--- config.mk ---
export PLATFORM = sky130hd
export DESIGN_NAME = ptcs_core
export DESIGN_NICKNAME = d
export VERILOG_FILES = /design/src/core/ptcs_pkg.sv /design/src/core/ptcs_crc.sv /design/src/core/ptcs_core.sv
export SDC_FILE = /design/constraint.sdc
export NUM_CORES = 2
export LEC_CHECK = 0
export ABC_AREA = 1
export BUFFER_PORTS_ARGS = -buffer_cell sky130_fd_sc_hd__buf_2
export CORE_ASPECT_RATIO = 0.7
export CORE_MARGIN = 3
export CORE_UTILIZATION = 55
export DETAILED_ROUTE_END_ITERATION = 6
export PLACE_DENSITY = 0.81
export SETUP_SLACK_MARGIN = 0.4
export SYNTH_ARGS = -nofsm -noshare
export SYNTH_HDL_FRONTEND = slang
export SYNTH_SLANG_ARGS = --single-unit
export TNS_END_PERCENT = 30
--- constraint.sdc ---
create_clock -name core_clk_i -period 31.3 [get_ports core_clk_i]
set_input_delay 4.695 -clock core_clk_i [delete_from_list [all_inputs] [get_ports core_clk_i]]
set_output_delay 4.695 -clock core_clk_i [all_outputs]
set_load 0.02 [all_outputs]
--- src/core/ptcs_pkg.sv ---
// Shared constants and types for the peer-to-peer transparent clock stamper.
// Assumes untagged Ethernet frames carrying PTP directly after the EtherType.
package ptcs_pkg;

    // Frame byte positions, counted from the first destination address byte
    localparam logic [10:0] POS_ETYPE_HI = 11'h00C;
    localparam logic [10:0] POS_ETYPE_LO = 11'h00D;
    localparam logic [10:0] POS_MSGTYPE  = 11'h00E;
    localparam logic [10:0] POS_DOMAIN   = 11'h012;
    localparam logic [10:0] POS_CF       = 11'h016;
    localparam logic [10:0] CF_BYTES     = 11'h008;
    localparam logic [10:0] POS_RSV      = 11'h01E;
    localparam logic [10:0] RSV_BYTES    = 11'h004;
    localparam logic [10:0] POS_CALC     = 11'h022;
    localparam logic [10:0] POS_SEQ      = 11'h02C;
    localparam logic [10:0] SEQ_BYTES    = 11'h002;
    localparam logic [10:0] IDX_MAX      = 11'h7FF;
    localparam logic [10:0] FCS_LEAD     = 11'h003;

    localparam logic [15:0] ETH_TYPE_PTP    = 16'h88F7;
    localparam logic [3:0]  MSG_SYNC        = 4'h0;
    localparam logic [3:0]  MSG_PDELAY_REQ  = 4'h2;
    localparam logic [3:0]  MSG_PDELAY_RESP = 4'h3;

    localparam logic [31:0] CRC_INIT    = 32'hFFFF_FFFF;
    localparam logic [31:0] CRC_POLY    = 32'hEDB8_8320;
    localparam logic [31:0] CRC_RESIDUE = 32'hDEBB_20E3;
    localparam logic [31:0] NS_PER_SEC  = 32'h3B9A_CA00;

    localparam int DLY_DEPTH  = 16;
    localparam int FIFO_DEPTH = 4;
    localparam int FIFO_AW    = 2;

    // Register byte offsets
    localparam logic [7:0] REG_CTRL       = 8'h00;
    localparam logic [7:0] REG_LINK_DELAY = 8'h04;
    localparam logic [7:0] REG_ASYM       = 8'h08;
    localparam logic [7:0] REG_LOCAL_CORR = 8'h0C;
    localparam logic [7:0] REG_STATUS     = 8'h10;
    localparam logic [7:0] REG_FIFO_SEQ   = 8'h14;
    localparam logic [7:0] REG_FIFO_STAMP = 8'h18;

    localparam logic [31:0] CTRL_RESET = 32'h0000_0000;

    typedef enum logic [5:0] {
        ACT_IGNORE             = 6'b000001,
        ACT_SUB_LINK_DELAY     = 6'b000010,
        ACT_WRITE              = 6'b000100,
        ACT_WRITE_SAVE         = 6'b001000,
        ACT_ADD                = 6'b010000,
        ACT_SUB_ADD            = 6'b100000
    } ptcs_action_t;

    typedef struct packed {
        logic       valid;
        logic       last;
        logic [7:0] data;
    } ptcs_byte_t;

    typedef struct packed {
        logic [15:0] seq;
        logic [31:0] stamp;
    } ptcs_stamp_rec_t;

    // CTRL layout: bit0 egress, bit1 mode B, bit2 normal t3, bits 15:8 domain
    typedef struct packed {
        logic [15:0] unused;
        logic [7:0]  domain;
        logic [4:0]  spare;
        logic        t3_normal;
        logic        mode_b;
        logic        egress;
    } ptcs_cfg_t;

endpackage

--- src/core/ptcs_crc.sv ---
// Byte-wide Ethernet CRC-32 accumulator, reflected form.
// Assumes the caller pulses clear_i together with the first byte of a frame.
`timescale 1ns/1ps
`default_nettype none
module ptcs_crc (
    input  wire logic        core_clk_i,
    input  wire logic        rst_i,
    input  wire logic        clear_i,
    input  wire logic        en_i,
    input  wire logic [7:0]  data_i,
    output var  logic [31:0] crc_o
);
    import ptcs_pkg::*;

    function automatic logic [31:0] crc_step(input logic [31:0] c, input logic [7:0] d);
        logic [31:0] r;
        r = c ^ {24'h00_0000, d};
        for (int i = 0; i < 8; i++) begin
            r = r[0] ? ((r >> 1) ^ CRC_POLY) : (r >> 1);
        end
        return r;
    endfunction

    always_ff @(posedge core_clk_i or posedge rst_i) begin
        if (rst_i) begin
            crc_o <= CRC_INIT;
        end else if (en_i) begin
            crc_o <= crc_step(clear_i ? CRC_INIT : crc_o, data_i);
        end
    end

endmodule
`default_nettype wire

--- src/core/ptcs_core.sv ---
// Per-port PTP stamper for a one-step peer-to-peer transparent clock.
// Assumes one byte stream per port on core_clk_i and a stamp input valid at the first byte.
//
// Implementation choices: the strobed register port and the placing of the registers.
`timescale 1ns/1ps
`default_nettype none
// What this block does
// - Sync crossing gains residence time and the arrival port link delay.
// - Modified t3 egress adds actual minus inserted stamp into the correction field.
// - Ingress Sync mode A: subtract stamp, add link delay, hand to rewriter.
// - Correction field rewrites use its frame offset and eight bytes.
// - Ingress Sync: field minus stamp plus local correction, plus link delay and asymmetry.
// - Ingress peer delay frames mode A: write receive nanoseconds into reserved bytes.
// - Ingress response mode A also adds asymmetry to the correction field.
// - Egress Sync mode A: add stamp plus local correction.
// - Egress request: add transmit stamp, subtract reserved stamp and asymmetry.
// - Egress response: add transmit stamp, subtract reserved stamp.
// - Normal t3: request frame unaltered, sequence and stamp saved in FIFO.
// - Unmatched frames pass unchanged and their stamp is dropped.
// - Ingress Sync mode B subtracts the peer live stamp from the field.
// - Ingress peer delay mode B writes live stamp, responses plus asymmetry.
// - Modified frames get a freshly computed check sequence.
// - A modified frame arriving with a bad check sequence leaves with it inverted; unmodified frames keep the original.
module ptcs_core (
    input  wire logic                 core_clk_i,
    input  wire logic                 rst_i,
    input  wire ptcs_pkg::ptcs_byte_t in_i,
    output var  logic                 in_ready_o,
    input  wire logic [31:0]          unadjusted_stamp_nanos_i,
    output var  ptcs_pkg::ptcs_byte_t out_o,
    input  wire logic [7:0]           reg_addr_i,
    input  wire logic [31:0]          reg_wdata_i,
    input  wire logic                 reg_wr_i,
    input  wire logic                 reg_rd_i,
    output var  logic [31:0]          reg_rdata_o
);
    import ptcs_pkg::*;

    ptcs_cfg_t       cfg;
    logic [31:0]     link_delay;
    logic [31:0]     asym;
    logic [31:0]     local_corr;
    ptcs_byte_t      dly [DLY_DEPTH];
    ptcs_byte_t      tail;
    logic            acc;
    logic            advance;
    logic            emit;
    logic            calc_now;
    logic [10:0]     in_idx;
    logic [10:0]     in_len;
    logic            len_ok;
    logic [10:0]     out_idx;
    ptcs_action_t    act;
    logic            rw_cf;
    logic            rw_rsv;
    logic            modified;
    logic            etype_ok;
    logic [3:0]      msg;
    logic [63:0]     cf_orig;
    logic [63:0]     cf_new;
    logic [31:0]     rsv_orig;
    logic [31:0]     rsv_new;
    logic [31:0]     live_stamp_nanos;
    logic [31:0]     live_stamp_nanos_peer;
    logic [31:0]     sa_diff;
    logic [15:0]     seq;
    logic [31:0]     crc_in;
    logic [31:0]     crc_out;
    logic [31:0]     fcs_val;
    logic            chk_pending;
    logic            orig_bad;
    ptcs_stamp_rec_t fifo_mem [FIFO_DEPTH];
    logic [FIFO_AW:0] wr_ptr;
    logic [FIFO_AW:0] rd_ptr;
    logic [FIFO_AW:0] level;
    logic            push;
    logic            pop;
    logic [10:0]     cf_off;
    logic [10:0]     rsv_off;
    logic [10:0]     fcs_off;
    logic            fcs_pos;
    logic [63:0]     cf_sh;
    logic [31:0]     rsv_sh;
    logic [31:0]     fcs_sh;
    logic [7:0]      next_byte;

    // Nanoseconds to correction field units, sign kept
    function automatic logic [63:0] ns_to_cf(input logic [31:0] ns);
        return {{16{ns[31]}}, ns, 16'h0000};
    endfunction

    function automatic logic in_win(input logic [10:0] idx, input logic [10:0] base, input logic [10:0] n);
        return (idx >= base) && (idx < base + n);
    endfunction

    assign tail     = dly[DLY_DEPTH-1];
    assign acc      = in_i.valid && in_ready_o;
    assign advance  = acc || !in_ready_o;
    assign emit     = advance && tail.valid;
    assign calc_now = acc && (in_idx == POS_CALC);
    assign modified = rw_cf || rw_rsv;
    assign level    = wr_ptr - rd_ptr;
    assign push     = acc && in_i.last && (act == ACT_WRITE_SAVE) && (level != (FIFO_AW+1)'(FIFO_DEPTH));
    assign pop      = reg_rd_i && (reg_addr_i == REG_FIFO_STAMP) && (level != '0);
    // Reserved bytes hold only sub-second time, so the difference wraps at one second
    assign sa_diff  = (live_stamp_nanos >= rsv_orig) ? live_stamp_nanos - rsv_orig
                                                     : live_stamp_nanos + NS_PER_SEC - rsv_orig;

    // Delay line gives the rewriter time to see the reserved bytes before the field leaves
    always_ff @(posedge core_clk_i or posedge rst_i) begin
        if (rst_i) begin
            for (int i = 0; i < DLY_DEPTH; i++) begin
                dly[i] <= '0;
            end
        end else if (advance) begin
            dly[0] <= '{valid: acc, last: acc && in_i.last, data: in_i.data};
            for (int i = 1; i < DLY_DEPTH; i++) begin
                dly[i] <= dly[i-1];
            end
        end
    end

    // One frame in flight at a time: stall input until the tail has drained
    always_ff @(posedge core_clk_i or posedge rst_i) begin
        if (rst_i) begin
            in_ready_o <= 1'b1;
        end else if (acc && in_i.last) begin
            in_ready_o <= 1'b0;
        end else if (emit && tail.last) begin
            in_ready_o <= 1'b1;
        end
    end

    always_ff @(posedge core_clk_i or posedge rst_i) begin
        if (rst_i) begin
            in_idx <= '0;
            in_len <= '0;
            len_ok <= 1'b0;
        end else begin
            if (acc) begin
                in_idx <= in_i.last ? 11'h000 : ((in_idx == IDX_MAX) ? in_idx : in_idx + 11'h001);
            end
            if (acc && in_i.last) begin
                in_len <= in_idx;
                len_ok <= 1'b1;
            end else if (emit && tail.last) begin
                len_ok <= 1'b0;
            end
        end
    end

    // Analyzer: classify the frame and choose the timestamp action
    always_ff @(posedge core_clk_i or posedge rst_i) begin
        if (rst_i) begin
            act      <= ACT_IGNORE;
            rw_cf    <= 1'b0;
            rw_rsv   <= 1'b0;
            etype_ok <= 1'b0;
            msg      <= 4'h0;
        end else if (acc) begin
            if (in_idx == 11'h000) begin
                act      <= ACT_IGNORE;
                rw_cf    <= 1'b0;
                rw_rsv   <= 1'b0;
                etype_ok <= 1'b0;
            end
            if (in_idx == POS_ETYPE_HI) begin
                etype_ok <= (in_i.data == ETH_TYPE_PTP[15:8]);
            end
            if (in_idx == POS_ETYPE_LO) begin
                etype_ok <= etype_ok && (in_i.data == ETH_TYPE_PTP[7:0]);
            end
            if (in_idx == POS_MSGTYPE) begin
                msg <= in_i.data[3:0];
            end
            if ((in_idx == POS_DOMAIN) && etype_ok && (in_i.data == cfg.domain)) begin
                if (!cfg.egress) begin
                    if (msg == MSG_SYNC) begin
                        act   <= ACT_SUB_LINK_DELAY;
                        rw_cf <= 1'b1;
                    end else if ((msg == MSG_PDELAY_REQ) || (msg == MSG_PDELAY_RESP)) begin
                        act    <= ACT_WRITE;
                        rw_rsv <= 1'b1;
                        rw_cf  <= (msg == MSG_PDELAY_RESP) && !cfg.mode_b;
                    end
                end else begin
                    if (msg == MSG_SYNC) begin
                        act   <= ACT_ADD;
                        rw_cf <= 1'b1;
                    end else if ((msg == MSG_PDELAY_REQ) && cfg.t3_normal) begin
                        act <= ACT_WRITE_SAVE;
                    end else if ((msg == MSG_PDELAY_REQ) || (msg == MSG_PDELAY_RESP)) begin
                        act    <= ACT_SUB_ADD;
                        rw_cf  <= 1'b1;
                        rw_rsv <= (msg == MSG_PDELAY_REQ);
                    end
                end
            end
        end
    end

    // Field capture and live stamps latched at the first byte
    always_ff @(posedge core_clk_i or posedge rst_i) begin
        if (rst_i) begin
            cf_orig               <= '0;
            rsv_orig              <= '0;
            seq                   <= '0;
            live_stamp_nanos      <= '0;
            live_stamp_nanos_peer <= '0;
        end else if (acc) begin
            if (in_idx == 11'h000) begin
                live_stamp_nanos      <= unadjusted_stamp_nanos_i + local_corr;
                live_stamp_nanos_peer <= unadjusted_stamp_nanos_i + local_corr - link_delay - asym;
            end
            if (in_win(in_idx, POS_CF, CF_BYTES)) begin
                cf_orig <= {cf_orig[55:0], in_i.data};
            end
            if (in_win(in_idx, POS_RSV, RSV_BYTES)) begin
                rsv_orig <= {rsv_orig[23:0], in_i.data};
            end
            if (in_win(in_idx, POS_SEQ, SEQ_BYTES)) begin
                seq <= {seq[7:0], in_i.data};
            end
        end
    end

    // Timestamp unit: new field values once both fields have been seen
    always_ff @(posedge core_clk_i or posedge rst_i) begin
        if (rst_i) begin
            cf_new  <= '0;
            rsv_new <= '0;
        end else if (calc_now) begin
            unique case (act)
                ACT_SUB_LINK_DELAY: begin
                    if (cfg.mode_b) begin
                        cf_new <= cf_orig - ns_to_cf(live_stamp_nanos_peer);
                    end else begin
                        cf_new <= cf_orig - ns_to_cf(live_stamp_nanos)
                                + ns_to_cf(link_delay) + ns_to_cf(asym);
                    end
                end
                ACT_WRITE: begin
                    rsv_new <= (cfg.mode_b && (msg == MSG_PDELAY_RESP)) ? live_stamp_nanos + asym
                                                                         : live_stamp_nanos;
                    cf_new  <= cf_orig + ns_to_cf(asym);
                end
                ACT_ADD: begin
                    cf_new <= cf_orig + ns_to_cf(live_stamp_nanos);
                end
                ACT_SUB_ADD: begin
                    // Request field arrives as zero from the engine
                    cf_new  <= cf_orig + ns_to_cf(sa_diff)
                             - ((msg == MSG_PDELAY_REQ) ? ns_to_cf(asym) : 64'h0000_0000_0000_0000);
                    rsv_new <= '0;
                end
                ACT_WRITE_SAVE, ACT_IGNORE: begin
                end
            endcase
        end
    end

    ptcs_crc u_crc_in (
        .core_clk_i (core_clk_i),
        .rst_i      (rst_i),
        .clear_i    (in_idx == 11'h000),
        .en_i       (acc),
        .data_i     (in_i.data),
        .crc_o      (crc_in)
    );

    always_ff @(posedge core_clk_i or posedge rst_i) begin
        if (rst_i) begin
            chk_pending <= 1'b0;
            orig_bad    <= 1'b0;
        end else begin
            chk_pending <= acc && in_i.last;
            if (chk_pending) begin
                orig_bad <= (crc_in != CRC_RESIDUE);
            end
        end
    end

    // Rewriter
    assign cf_off  = out_idx - POS_CF;
    assign rsv_off = out_idx - POS_RSV;
    assign fcs_off = out_idx + FCS_LEAD - in_len;
    assign fcs_pos = len_ok && ({1'b0, out_idx} + {1'b0, FCS_LEAD} >= {1'b0, in_len});
    assign fcs_val = orig_bad ? crc_out : ~crc_out;
    assign cf_sh   = cf_new >> {~cf_off[2:0], 3'b000};
    assign rsv_sh  = rsv_new >> {~rsv_off[1:0], 3'b000};
    assign fcs_sh  = fcs_val >> {fcs_off[1:0], 3'b000};

    always_comb begin
        next_byte = tail.data;
        if (modified && fcs_pos) begin
            next_byte = fcs_sh[7:0];
        end else if (rw_cf && in_win(out_idx, POS_CF, CF_BYTES)) begin
            next_byte = cf_sh[7:0];
        end else if (rw_rsv && in_win(out_idx, POS_RSV, RSV_BYTES)) begin
            next_byte = rsv_sh[7:0];
        end
    end

    ptcs_crc u_crc_out (
        .core_clk_i (core_clk_i),
        .rst_i      (rst_i),
        .clear_i    (out_idx == 11'h000),
        .en_i       (emit && !fcs_pos),
        .data_i     (next_byte),
        .crc_o      (crc_out)
    );

    always_ff @(posedge core_clk_i or posedge rst_i) begin
        if (rst_i) begin
            out_o   <= '0;
            out_idx <= '0;
        end else begin
            out_o <= '{valid: emit, last: emit && tail.last, data: next_byte};
            if (emit) begin
                out_idx <= tail.last ? 11'h000 : ((out_idx == IDX_MAX) ? out_idx : out_idx + 11'h001);
            end
        end
    end

    // Transmit stamp FIFO; a push into a full FIFO is dropped
    always_ff @(posedge core_clk_i) begin
        if (push) begin
            fifo_mem[wr_ptr[FIFO_AW-1:0]] <= '{seq: seq, stamp: live_stamp_nanos};
        end
    end

    always_ff @(posedge core_clk_i or posedge rst_i) begin
        if (rst_i) begin
            wr_ptr <= '0;
            rd_ptr <= '0;
        end else begin
            if (push) begin
                wr_ptr <= wr_ptr + 1'b1;
            end
            if (pop) begin
                rd_ptr <= rd_ptr + 1'b1;
            end
        end
    end

    // Register port
    always_ff @(posedge core_clk_i or posedge rst_i) begin
        if (rst_i) begin
            cfg        <= CTRL_RESET;
            link_delay <= '0;
            asym       <= '0;
            local_corr <= '0;
        end else if (reg_wr_i) begin
            case (reg_addr_i)
                REG_CTRL:       cfg        <= reg_wdata_i;
                REG_LINK_DELAY: link_delay <= reg_wdata_i;
                REG_ASYM:       asym       <= reg_wdata_i;
                REG_LOCAL_CORR: local_corr <= reg_wdata_i;
                default: begin
                end
            endcase
        end
    end

    always_ff @(posedge core_clk_i or posedge rst_i) begin
        if (rst_i) begin
            reg_rdata_o <= '0;
        end else if (!reg_rd_i) begin
            reg_rdata_o <= '0;
        end else begin
            case (reg_addr_i)
                REG_CTRL:       reg_rdata_o <= cfg;
                REG_LINK_DELAY: reg_rdata_o <= link_delay;
                REG_ASYM:       reg_rdata_o <= asym;
                REG_LOCAL_CORR: reg_rdata_o <= local_corr;
                REG_STATUS:     reg_rdata_o <= {16'h0000, orig_bad, !in_ready_o, act, 5'h00, level};
                REG_FIFO_SEQ:   reg_rdata_o <= {16'h0000, fifo_mem[rd_ptr[FIFO_AW-1:0]].seq};
                REG_FIFO_STAMP: reg_rdata_o <= fifo_mem[rd_ptr[FIFO_AW-1:0]].stamp;
                default:        reg_rdata_o <= '0;
            endcase
        end
    end
endmodule
`default_nettype wire

==> out/metrics.sh <==
MAX_SLEW_MARGIN_PCT=3.314
CTS_NUM_SINKS=914
LARGEST_NET_DEGREE_AT_THE_START_OF_GLOBAL_ROUTING=145
SYNTH_ENABLE_FLOP_CELLS=192
CRITPATHMAXFANOUT=5
WORST_CLOCK_SKEW_NS=0.02942
POWER.LEAKAGE_uW=0.03552
WL_PER_CELL_UM=27.21
CP-STARTPOINT='unadjusted_stamp_nanos_i[2]'
NFILLCELLS=11150
CTSHTREEMAXLEVEL=3
DIE_OUTLINE_AREA_UM2=131300
SYNTH.FF_LATCH_COUNT=914
CRIT_BUF_INV=2
TRITONCTS='built'
FLOW.AREA_GROWTH_FROM_SYNTHESIS_PCT=8.051
ARR_TIME_CRIT_PATH_NS=9.77
MIN_PATH_TYPE='register to register'
PERIOD_SHARE_PCT=29.37
WORSTPATHCELLLIST='buf_2 -> ha_1 -> a21oi_1 -> nand2_1 -> a21oi_1 -> o21ai_1 -> a21boi_0 -> o21ai_1 -> a21oi_1 -> xor2_1 -> inv_1 -> fa_1 -> ha_1 -> nand2_1 -> nor4_1 -> nand4_1 -> nand3_1 -> nand2_1 -> o211ai_1 -> a21oi_1 -> o21ai_0 -> xor2_1 -> o21ai_0'
CLOCK_BUFFERS_CREATED_BY_TRITONCTS=91
START_UTIL_PCT=55.84
FINAL_CRITICAL_PERIOD_NS=9.193
CLOCKBUFFERDEPTH=3
RSZ0062_AT_GRT='false'
SYN-NUM-NETS=10130
REPORT.POWER.TOTAL_uW=9491
TIMING.FMAX_MHz=108.8
LAYOUT-DRIVE-GT1-SHARE_PCT=6.306
YOSYSSEQAREASHARE_PCT=34.27
TIMING.FINAL.MAX_SLEW_VIOLATIONS=0
YS_WARN_COUNT=0
GRT_USE_TOTAL_PCT=45.49
PLACE.PORT_BUFFERS=128
OUTCOME='complete, but fails checks'
GRT_ANTENNA_BEFORE_REPAIR=11
VIOLATED_CHECKS='design-rule violations'
TIMING.HOLD.WS_NS=0.4725
CLK-INSERTION-DELAY-LATE_NS=0.75
LAYOUT.NETS=10150
GRT_FIRST_PASS_WIRELENGTH_MM=442.6
FIRST_GLOBAL_VIAS=65870
POSTROUTEANTENNANETS=0
HPWL_MM=239.3
TIMING_WORST_SLEW_PIN_VALUE_NS=1.435
CRIT_REQUIRED_NS=31.88
POST-SYNTH-TOP-COUNT-CELL='nand2_1'
CRIT_PATH_FREQUENT_CELL='a21oi_1'
PLACEMENT_ROWS=108
GLOBAL_ROUTE.OVERFLOW_TOTAL=0
WORST_PATH_MAX_DELAY_CELL='a21boi_0'
POST_CTS.RESIZED_INSTANCES=0
HOLD_PATH.STARTPOINT='cf_new[42]'
DRT-PASS1-ITER-COUNT=7
SETUP_VIOL=0
CTS_POST_SETUP_BUFFERS_INSERTED=0
DETAILED_ROUTE_WIRE_LENGTH_MM=304.5
WORST_PATH_LARGEST_CELL_DELAY_NS=0.51
POWER-PER-CELL-AREA_nW_PER_UM2=125.8
POSTSYNTH.TOPFLOPCELL='dfrtp_1'
DETAILROUTE.VIA_COUNT=71160
FINALSETUPTNS_NS=0
NUMBER_OF_HOLD_VIOLATIONS_IN_THE_FINAL_REPORT=0
VDD_DROP_MAX_mV=0.1205
AREA_USED_BY_MULTI_INPUT_COMBINATIONAL_LOGIC_UM2=40200
POSTSYNTHAREAPERCELL_UM2=7.401
IOS=129
DETAIL_ROUTE.DRC_VIOLATIONS=33
ASYNC_FLOP_SHARE_PCT=78.99
END_KIND='register'
GP_CONGESTION=1.118
CRITPATHLAUNCHTYPE='input port'
WORST_SETUP_HOLD_PATH_CLK_SLEW_NS=0.07
NETLIST_TOP_CELLS_COUNT='nand2_1, inv_1, o21ai_0'
SYNTH_CELL_TYPES=70
DRT-VIAS-PER-INSTANCE=6.361
SYNTH_TOP_CELL_BY_AREA='dfrtp_1'
CPLARGESTDELAYFAMILY='compound AO/OA/AOI/OAI gates'
SYNTH_TOP_CELLS_BY_AREA='dfrtp_1, nand2_1, edfxtp_1, o21ai_0, ha_1'
REGAREA_UM2=23920
CRITICAL_PATH.REG2REG.STARTPOINT='live_stamp_nanos[2]'
REGTOREGSETUPSLACK_NS=23.03
SYNTHDOMINANTCELLAREASHARE_PCT=23.52
POST_SYNTHESIS_CELL_COUNT=9431
DETAILEDROUTE.FIRSTITERATIONVIOLATIONS=11610
CTSROOTBUFFERMASTER='clkbuf_16'
FLOORPLAN.DIE.HEIGHT_UM=304.0
CORE_AREA_UM2=125000
DIE_SPAN_X_UM=431.8
PATH_CLASS='input port to register'
SYN-CELL-AREA_UM2=69790
NUMBER_OF_MAX_CAPACITANCE_VIOLATIONS_REPORTED=0
HOLD_BUFFERS=0
final cells by class:
class / count / area share [%]
tap: 1650 / 2.738
clock inverter: 51 / 0.9739
inverter: 1246 / 6.213
clock buffer: 119 / 3.333
multi-input combinational: 6989 / 53.31
antenna: 7 / 0.02323
sequential: 914 / 31.72
timing repair buffer: 211 / 1.696
kinds of logic after synthesis:
logic type	count (synthesis)	share of synthesized area, %
compound gates	2408	18.88
xor+xnor	278	3.645
fa+ha+maj	608	12.94
buf+inv	1528	8.300
flops	914	34.27
mux	40	0.6418
simple gates	3655	21.33
power breakdown:
part	switching [µW]	internal, µW
sequential	223	1480
clock	539	684
combinational	4700	1860
sequential cells by signal, summed over array words and instances, names as in the netlist, 11 cells and up:
| register | cells |
|---|---|
| rsv_new | 32 |
| cfg | 32 |
| cf_orig | 64 |
| fifo_mem | 192 |
| seq | 16 |
| rsv_orig | 32 |
| dly | 160 |
| link_delay | 32 |
| local_corr | 32 |
| u_crc_out.crc_o | 32 |
| out_idx | 11 |
| live_stamp_nanos | 32 |
| cf_new | 64 |
| in_idx | 11 |
| in_len | 11 |
| live_stamp_nanos_peer | 32 |
| u_crc_in.crc_o | 32 |
| asym | 32 |
| reg_rdata_o | 32 |
metal layers:
layer | vias to the layer above | GRT usage [%] | routed length (µm)
li1 | 31310 | - | -
met1 | 33620 | 65.09 | 123200
met2 | 5450 | 59.94 | 115900
met3 | 772 | 20.43 | 51460
met4 | 10 | 16.44 | 13740
met5 | - | 0 | 73
worst register-to-register path: stages (launching register included):
cell,delay [ns]
dfrtp_1,0.62
ha_1,0.38
fa_1,0.36
o21bai_1,0.21
a21boi_0,0.57
o21ai_1,0.28
a21oi_1,0.33
buf_4,0.22
nand2_1,0.07
nand2_1,0.09
nand2_1,0.09
inv_2,0.49
o21ai_0,0.19
o21ai_0,0.94
fa_1,0.63
ha_1,0.40
nand2_1,0.10
nor2_1,0.12
inv_1,0.08
nor4_1,0.71
nand3_1,0.18
nand3_1,0.35
a21oi_1,0.11
o21ai_0,0.20
o21ai_0,0.19
nor2_1,0.15
a21oi_1,0.10
cells in the final DEF (no fill, tap or decap), drive strengths merged, types with 11 or more instances in the layout:
master and n:
nor4 48, nand2 2124, ha 418, or2 49, clkinv 36, fa 190
o21bai 55, a21o 35, nand4 70, clkbuf 119, buf 211, a22oi 14
nand3b 11, a21oi 748, nor2 922, edfxtp 192, mux2 38, a31oi 101
dfstp 66, dfrtp 656, o211ai 42, a221oi 25, o21ai 1173, nand3 331
xnor2 83, bufinv 13, a32o 13, inv 1245, and3 11, xor2 195
o22ai 87, a21boi 22, o21a 24, nor3 80
through the flow:
stage	util, %	std cells	area, µm²	setup WS, ns
floorplan	-	9431	69790	6.460
global placement	57.72	11010	72150	21.55
detailed placement	57.72	11010	72150	21.52
CTS	60.32	11180	75400	22.31
global route	60.32	11180	75400	21.82
finish	60.33	11190	75410	22.11
worst paths after layout:
path,depth (start not counted),to
max in group asynchronous,7,dly[84]
min,2,cf_new[42]
max reg2reg,26,cf_new[43]
max,23,live_stamp_nanos_peer[28]
min in group asynchronous,2,link_delay[30]
min reg2reg,2,cf_new[42]
(Power assumes the default switching activity.)
